<file path="config.mk">
export PLATFORM = sky130hd
export DESIGN_NAME = drc_ref_ctrl
export DESIGN_NICKNAME = d
export VERILOG_FILES = /design/src/drc_pkg.sv /design/src/drc_word_if.sv /design/src/drc_serial_rx.sv /design/src/drc_ref_ctrl.sv
export VERILOG_INCLUDE_DIRS = /design/src
export SDC_FILE = /design/constraint.sdc
export NUM_CORES = 1
export LEC_CHECK = 0
export BUFFER_PORTS_ARGS = -buffer_cell sky130_fd_sc_hd__buf_2
export CORE_MARGIN = 2
export CORE_UTILIZATION = 45
export CTS_CLUSTER_SIZE = 10
export DETAILED_ROUTE_END_ITERATION = 8
export GPL_TIMING_DRIVEN = 1
export PLACE_DENSITY_LB_ADDON = 0.3
export REMOVE_ABC_BUFFERS = 1
export SYNTH_ARGS = -nofsm -noshare
export SYNTH_HDL_FRONTEND = slang
export SYNTH_SLANG_ARGS = --single-unit
</file>
<file path="constraint.sdc">
create_clock -name clk -period 4 [get_ports clk]
set_input_delay 0.2 -clock clk [delete_from_list [all_inputs] [get_ports clk]]
set_output_delay 0.2 -clock clk [all_outputs]
set_load 0.1 [all_outputs]
</file>
<file path="src/drc_defines.svh">
`ifndef DRC_DEFINES_SVH
`define DRC_DEFINES_SVH
`define DRC_WORD_BITS     24
`define DRC_CNT_W         5
`define DRC_CNT_LAST      5'h17
`define DRC_CODE_W        12
`define DRC_CTRL_LO       16
`define DRC_CTRL_HI       23
`define DRC_DATA_LO       4
`define DRC_DATA_HI       15
`define DRC_CMD_REF_OFF   20'h0_1200
`define DRC_CMD_REF_AUTO  20'h0_1000
`define DRC_CMD_REF_ON    20'h0_1100
`define DRC_SIGN_FLIP     12'h800
`define DRC_BIT_PD        16
`endif

</file>
<file path="src/drc_pkg.sv">
package drc_pkg;
  // reference mode, one-hot
  typedef enum logic [2:0] {
    DRC_REF_AUTO = 3'b001,
    DRC_REF_OFF  = 3'b010,
    DRC_REF_ON   = 3'b100
  } drc_ref_mode_e;
endpackage : drc_pkg

</file>
<file path="src/drc_word_if.sv">
interface drc_word_if;
  logic        word_valid;
  logic [23:0] word;
  modport rx (output word_valid, output word);
  modport top (input word_valid, input word);
endinterface : drc_word_if

</file>
<file path="src/drc_serial_rx.sv">
`include "drc_defines.svh"

module drc_serial_rx (
  input wire logic clk,
  input wire logic reset_n,
  input wire logic frame_sync_n,
  input wire logic serial_clk,
  input wire logic serial_data,
  drc_word_if.rx   wif
);
  logic [2:0]             fs_sync_r;
  logic [2:0]             sc_sync_r;
  logic [2:0]             sd_sync_r;
  logic [`DRC_CNT_W-1:0]  cnt_r;
  logic [23:0]            shift_r;
  logic                   locked_r;
  logic                   fs_low;
  logic                   sc_fall;

  // three-stage synchronisers, second and third stages compared
  always_ff @(posedge clk or negedge reset_n) begin
    if (!reset_n) begin
      fs_sync_r <= 3'h7;
      sc_sync_r <= 3'h7; // idle level of the serial clock, no false edge
      sd_sync_r <= 3'h0;
    end else begin
      fs_sync_r <= {fs_sync_r[1:0], frame_sync_n};
      sc_sync_r <= {sc_sync_r[1:0], serial_clk};
      sd_sync_r <= {sd_sync_r[1:0], serial_data};
    end
  end

  assign fs_low       = !fs_sync_r[1] && !fs_sync_r[2];
  assign sc_fall      = !sc_sync_r[1] && sc_sync_r[2];

  // shift in msb first on falling serial clock, lock at 24th
  always_ff @(posedge clk or negedge reset_n) begin
    if (!reset_n) begin
      cnt_r    <= '0;
      shift_r  <= '0;
      locked_r <= 1'b0;
    end else if (!fs_low) begin
      cnt_r    <= '0;
      locked_r <= 1'b0;
    end else if (sc_fall && !locked_r) begin
      shift_r <= {shift_r[22:0], sd_sync_r[2]};
      if (cnt_r == `DRC_CNT_LAST) begin
        cnt_r    <= '0;
        locked_r <= 1'b1;
      end else begin
        cnt_r <= cnt_r + 1'b1;
      end
    end
  end

  // one-cycle strobe when the word locks
  always_ff @(posedge clk or negedge reset_n) begin
    if (!reset_n) begin
      wif.word_valid <= 1'b0;
      wif.word       <= '0;
    end else begin
      wif.word_valid <= fs_low && sc_fall && !locked_r && (cnt_r == `DRC_CNT_LAST);
      wif.word       <= {shift_r[22:0], sd_sync_r[2]};
    end
  end
endmodule : drc_serial_rx

</file>
<file path="src/drc_ref_ctrl.sv">
`include "drc_defines.svh"

module drc_ref_ctrl
  import drc_pkg::*;
#(
  parameter int CODE_W = `DRC_CODE_W,
  parameter int NCH    = 4
) (
  input  wire logic              clk,
  input  wire logic              reset_n,
  input  wire logic              frame_sync_n,
  input  wire logic              serial_clk,
  input  wire logic              serial_data,
  input  wire logic [NCH-1:0]    channel_powered_down,
  input  wire logic              twos_complement_code,
  input  wire logic [CODE_W-1:0] channel_code_in,
  output logic                   reference_enable,
  output logic                   reference_output_pin_oe,
  output logic                   use_external_reference,
  output logic [1:0]             reference_mode,
  output logic                   powerdown_select_bit,
  output logic [23:0]            last_command,
  output logic                   command_strobe,
  output logic [CODE_W-1:0]      channel_code_binary
);
  drc_word_if     wif ();
  drc_ref_mode_e  mode_r;
  drc_ref_mode_e  mode_nxt;
  logic [19:0]    cmd_bits;
  logic           ref_on;

  ////////////////////////////////////////////////////////////////////
  // serial receiver
  drc_serial_rx u_rx (
    .clk          (clk),
    .reset_n      (reset_n),
    .frame_sync_n (frame_sync_n),
    .serial_clk   (serial_clk),
    .serial_data  (serial_data),
    .wif          (wif)
  );

  // map signed code to straight binary by flipping the sign bit
  function automatic logic [CODE_W-1:0] to_binary(input logic [CODE_W-1:0] c,
                                                   input logic tc);
    to_binary = tc ? (c ^ CODE_W'(`DRC_SIGN_FLIP)) : c;
  endfunction : to_binary

  ////////////////////////////////////////////////////////////////////
  // control and data bits, low nibble dropped
  assign cmd_bits = wif.word[`DRC_CTRL_HI:`DRC_DATA_LO];

  // next reference mode from decoded command
  always_comb begin
    mode_nxt = mode_r;
    if (wif.word_valid && wif.word[`DRC_BIT_PD]) begin
      case (cmd_bits)
        `DRC_CMD_REF_OFF:  mode_nxt = DRC_REF_OFF;
        `DRC_CMD_REF_AUTO: mode_nxt = DRC_REF_AUTO;
        `DRC_CMD_REF_ON:   mode_nxt = DRC_REF_ON;
        default:           mode_nxt = mode_r;
      endcase
    end
  end

  // mode state, reset to automatic
  always_ff @(posedge clk or negedge reset_n) begin
    if (!reset_n) begin
      mode_r <= DRC_REF_AUTO;
    end else begin
      mode_r <= mode_nxt;
    end
  end

  // reference power per mode
  always_comb begin
    case (mode_r)
      DRC_REF_AUTO: ref_on = ~&channel_powered_down;
      DRC_REF_OFF:  ref_on = 1'b0;
      DRC_REF_ON:   ref_on = 1'b1;
      default:      ref_on = 1'b1;
    endcase
  end

  // registered outputs
  always_ff @(posedge clk or negedge reset_n) begin
    if (!reset_n) begin
      reference_enable        <= 1'b1;
      reference_output_pin_oe <= 1'b1;
      use_external_reference  <= 1'b0;
      reference_mode          <= 2'h0;
      powerdown_select_bit    <= 1'b0;
      last_command            <= '0;
      command_strobe          <= 1'b0;
      channel_code_binary     <= '0;
    end else begin
      reference_enable        <= ref_on;
      reference_output_pin_oe <= (mode_r != DRC_REF_OFF);
      use_external_reference  <= (mode_r == DRC_REF_OFF);
      reference_mode          <= (mode_r == DRC_REF_OFF) ? 2'h1 :
                                 (mode_r == DRC_REF_ON) ? 2'h2 : 2'h0;
      command_strobe          <= wif.word_valid;
      if (wif.word_valid) begin
        last_command         <= wif.word;
        powerdown_select_bit <= wif.word[`DRC_BIT_PD];
      end
      channel_code_binary     <= to_binary(channel_code_in, twos_complement_code);
    end
  end
endmodule : drc_ref_ctrl

</file>
==> results.toml <==
[global_routing]
grt_max_degree = 81
grt_usage_pct = 13.26
grt_pass1_vias = 1957
antenna_found_initial = 0
grt-ovfl-total = 0
grt_pass1_wl_um = 9059

[status]
violations = "negative hold slack"
outcome = "finished, violations left"

[logic_synthesis]
synth_top_cell_area_share_pct = 66.35
yosysTopAreaCell = "dfrtp_1"
synthCells = 212
synth_edf_count = 0
synth_area_per_cell_sq_um = 17.43
async_flop_share_pct = 100.0
ys_ff_latch = 107
synth_flop_cell = "dfrtp_1"
synth.top_cells.by_area = "dfrtp_1, mux2_2, mux2_4"
syn_area_sq_um = 3696
yosysSeqAreaShare_pct = 72.75
synth_common_cells = "dfrtp_1, mux2_2, mux2_4, dfstp_2, nor2_1"
yosysMostFrequentCell = "dfrtp_1"
ys_warn_count = 0
synth_cell_type_count = 33

[detailed_routing]
drt_pass1_iterations = 4
wl_um = 5383
drtAntennaViolNets = 0
via_per_inst = 4.800
wl_per_cell_um = 13.32
drtIter0Drc = 33
drc = 0
via_count = 1939

[timing]
clock.fmax_ghz = 0.5776
fin_setup_tns_ns = 0
finalHoldViolCount = 8
setup_ws_ns = 2.269
finalHoldWorstSlack_ns = -0.01838
worst_pin_slew_ns = 0.9739
setup_viol = 0
min_period_ns = 1.731
fin_skew_ns = 0.009933
rsz0062_at_grt = "no"
slew_viol_final = 0
layout_worst_path_cycle_share_pct = 43.28
slew_headroom_pct = 35.07

[power]
power_density_nw_per_um2 = 441.9
ir_worst_vdd_mv = 0.2424
p_leak_nw = 2.331
total_power_mw = 1.954

[placed_design]
dp.cells = 374
dp_hpwl_um = 3418
place_area_sq_um = 4079
portBuffers = 64
dpl_worst_slack_ns = 2.264
gp_congestion = 0.6637

[clock_network]
root_buffer = "clkbuf_8"
cts.repair.resized = 0
cts_tree = "done"
cts_max_level = 3
clkLatencyLatePin_ns = 0.35
path_clk_slew_ns = 0.10
cts_buffer_depth = 2
cts_buffers = 9
post_cts_buffers = 0
cts.sinks = 107

[critical_path]
worstSetupStartpointType = "flop"
r2r_slack_ns = 2.27
crit_path_max_fanout = 24
crit_path_end_kind = "flop"
crit_arrival_ns = 1.97
worst_ep_required_time_ns = 4.24
rr_worst_depth = 3
critPathKind = "flop to flop"
reg2reg_from = "u_rx.sc_sync_r[2]"
crit_start = "u_rx.sc_sync_r[2]"
r2r-end = "u_rx.shift_r[3]"
crit_end = "u_rx.shift_r[3]"

[worst_hold_path]
hp-class = "primary input to async pin"

[die]
ios = 65
die_y_um = 94.63
start_util_pct = 45.67
die_w_um = 94.63
die_area_sq_um = 8954
row_count = 33
core_sq_um = 8093

[job]
timing.max_cap.violations = 0

[final_layout]
final_util_pct = 54.64
fill_cells = 688
stdcell_count = 404
area_growth_pct = 19.63
finish.instance_area_sq_um = 4422
drive_gt1_share_pct = 46.82
fin_nets = 317
antenna_cells = 0
[critical path, stage by stage (launching register included)]
cell	delay, ns
dfstp_2	0.53
nor3b_4	0.37
nand2b_4	0.32
mux2_4	0.39
[sequential cells by signal, summed over array words and instances (netlist names), 3 cells and up]
signal	count
u_rx.sc_sync_r	3
mode_r	3
u_rx.fs_sync_r	3
last_command	24
u_rx.wif.word	24
channel_code_binary	12
u_rx.shift_r	23
u_rx.cnt_r	5
u_rx.sd_sync_r	3
[power breakdown]
part           leakage [nW]  switching (mW)  total, mW  internal [mW]
registers              1.41          0.0222       1.15           1.13
logic                 0.812          0.0939      0.141         0.0471
clock network         0.104           0.350      0.661          0.312
total                  2.33           0.466       1.95           1.49
[worst min-delay path by stage]
stage | startpoint | end | slack (ns) | depth (start not counted)
floorplan | reset_n | channel_code_binary[0] | -0.1 | 0
global placement | serial_clk | u_rx.sc_sync_r[0] | 0.31 | 1
detailed placement | serial_clk | u_rx.sc_sync_r[0] | 0.31 | 1
CTS | channel_code_in[11] | channel_code_binary[11] | 0.02 | 2
global route | twos_complement_code | channel_code_binary[11] | 0.02 | 2
finish | reset_n | last_command[22] | -0.02 | 1
[layer usage]
layer,part of all wire (%),track usage [%],vias to the layer above,routed length [um]
met4,2.1,6.522,0,112
met1,47,18.63,973,2554
met3,6.4,3.192,10,347
met2,44,19.44,66,2368
li1,-,-,890,-
met5,0,0,-,0
[layout by cell type (no fill, tap or decap), drive strengths merged, types with 3 or more instances in the layout]
cell / instances
nor2: 6
nand2b: 3
dfstp: 9
nand3: 4
nand2: 3
inv: 4
mux2: 47
clkbuf: 11
dlygate4sd3: 14
nor3: 5
a21oi: 3
nor4: 3
dfrtp: 98
buf: 66
[final cells by class]
| class | instances | area [sq um] | area share (%) |
|---|---|---|---|
| sequential | 107 | 2689 | 60.81 |
| multi-input combinational | 94 | 913.4 | 20.66 |
| timing repair buffer | 80 | 478.0 | 10.81 |
| clock buffer | 11 | 141.4 | 3.198 |
| tap | 105 | 131.4 | 2.971 |
| clock inverter | 5 | 61.31 | 1.387 |
| inverter | 2 | 7.507 | 0.1698 |
[cells by family (layout without fill, tap and decap cells)]
kind of cell,count (synthesis),count (layout),share of synthesized area (%)
AOI/OAI and AO/OA,8,8,1.557
DFF,107,107,72.75
muxes,49,49,16.79
buffers and inverters,11,98,2.539
and+or+nand+nor,34,34,5.552
xor gates and xnor gates,2,2,0.4740
adders and majority gates,1,1,0.3385
[repair_timing]
action                     in CTS  in global routing
setup endpoints to repair       0                  0
hold endpoints to repair       14                  0
hold buffers                   14                  0
Power figures use the tool's default switching activity.
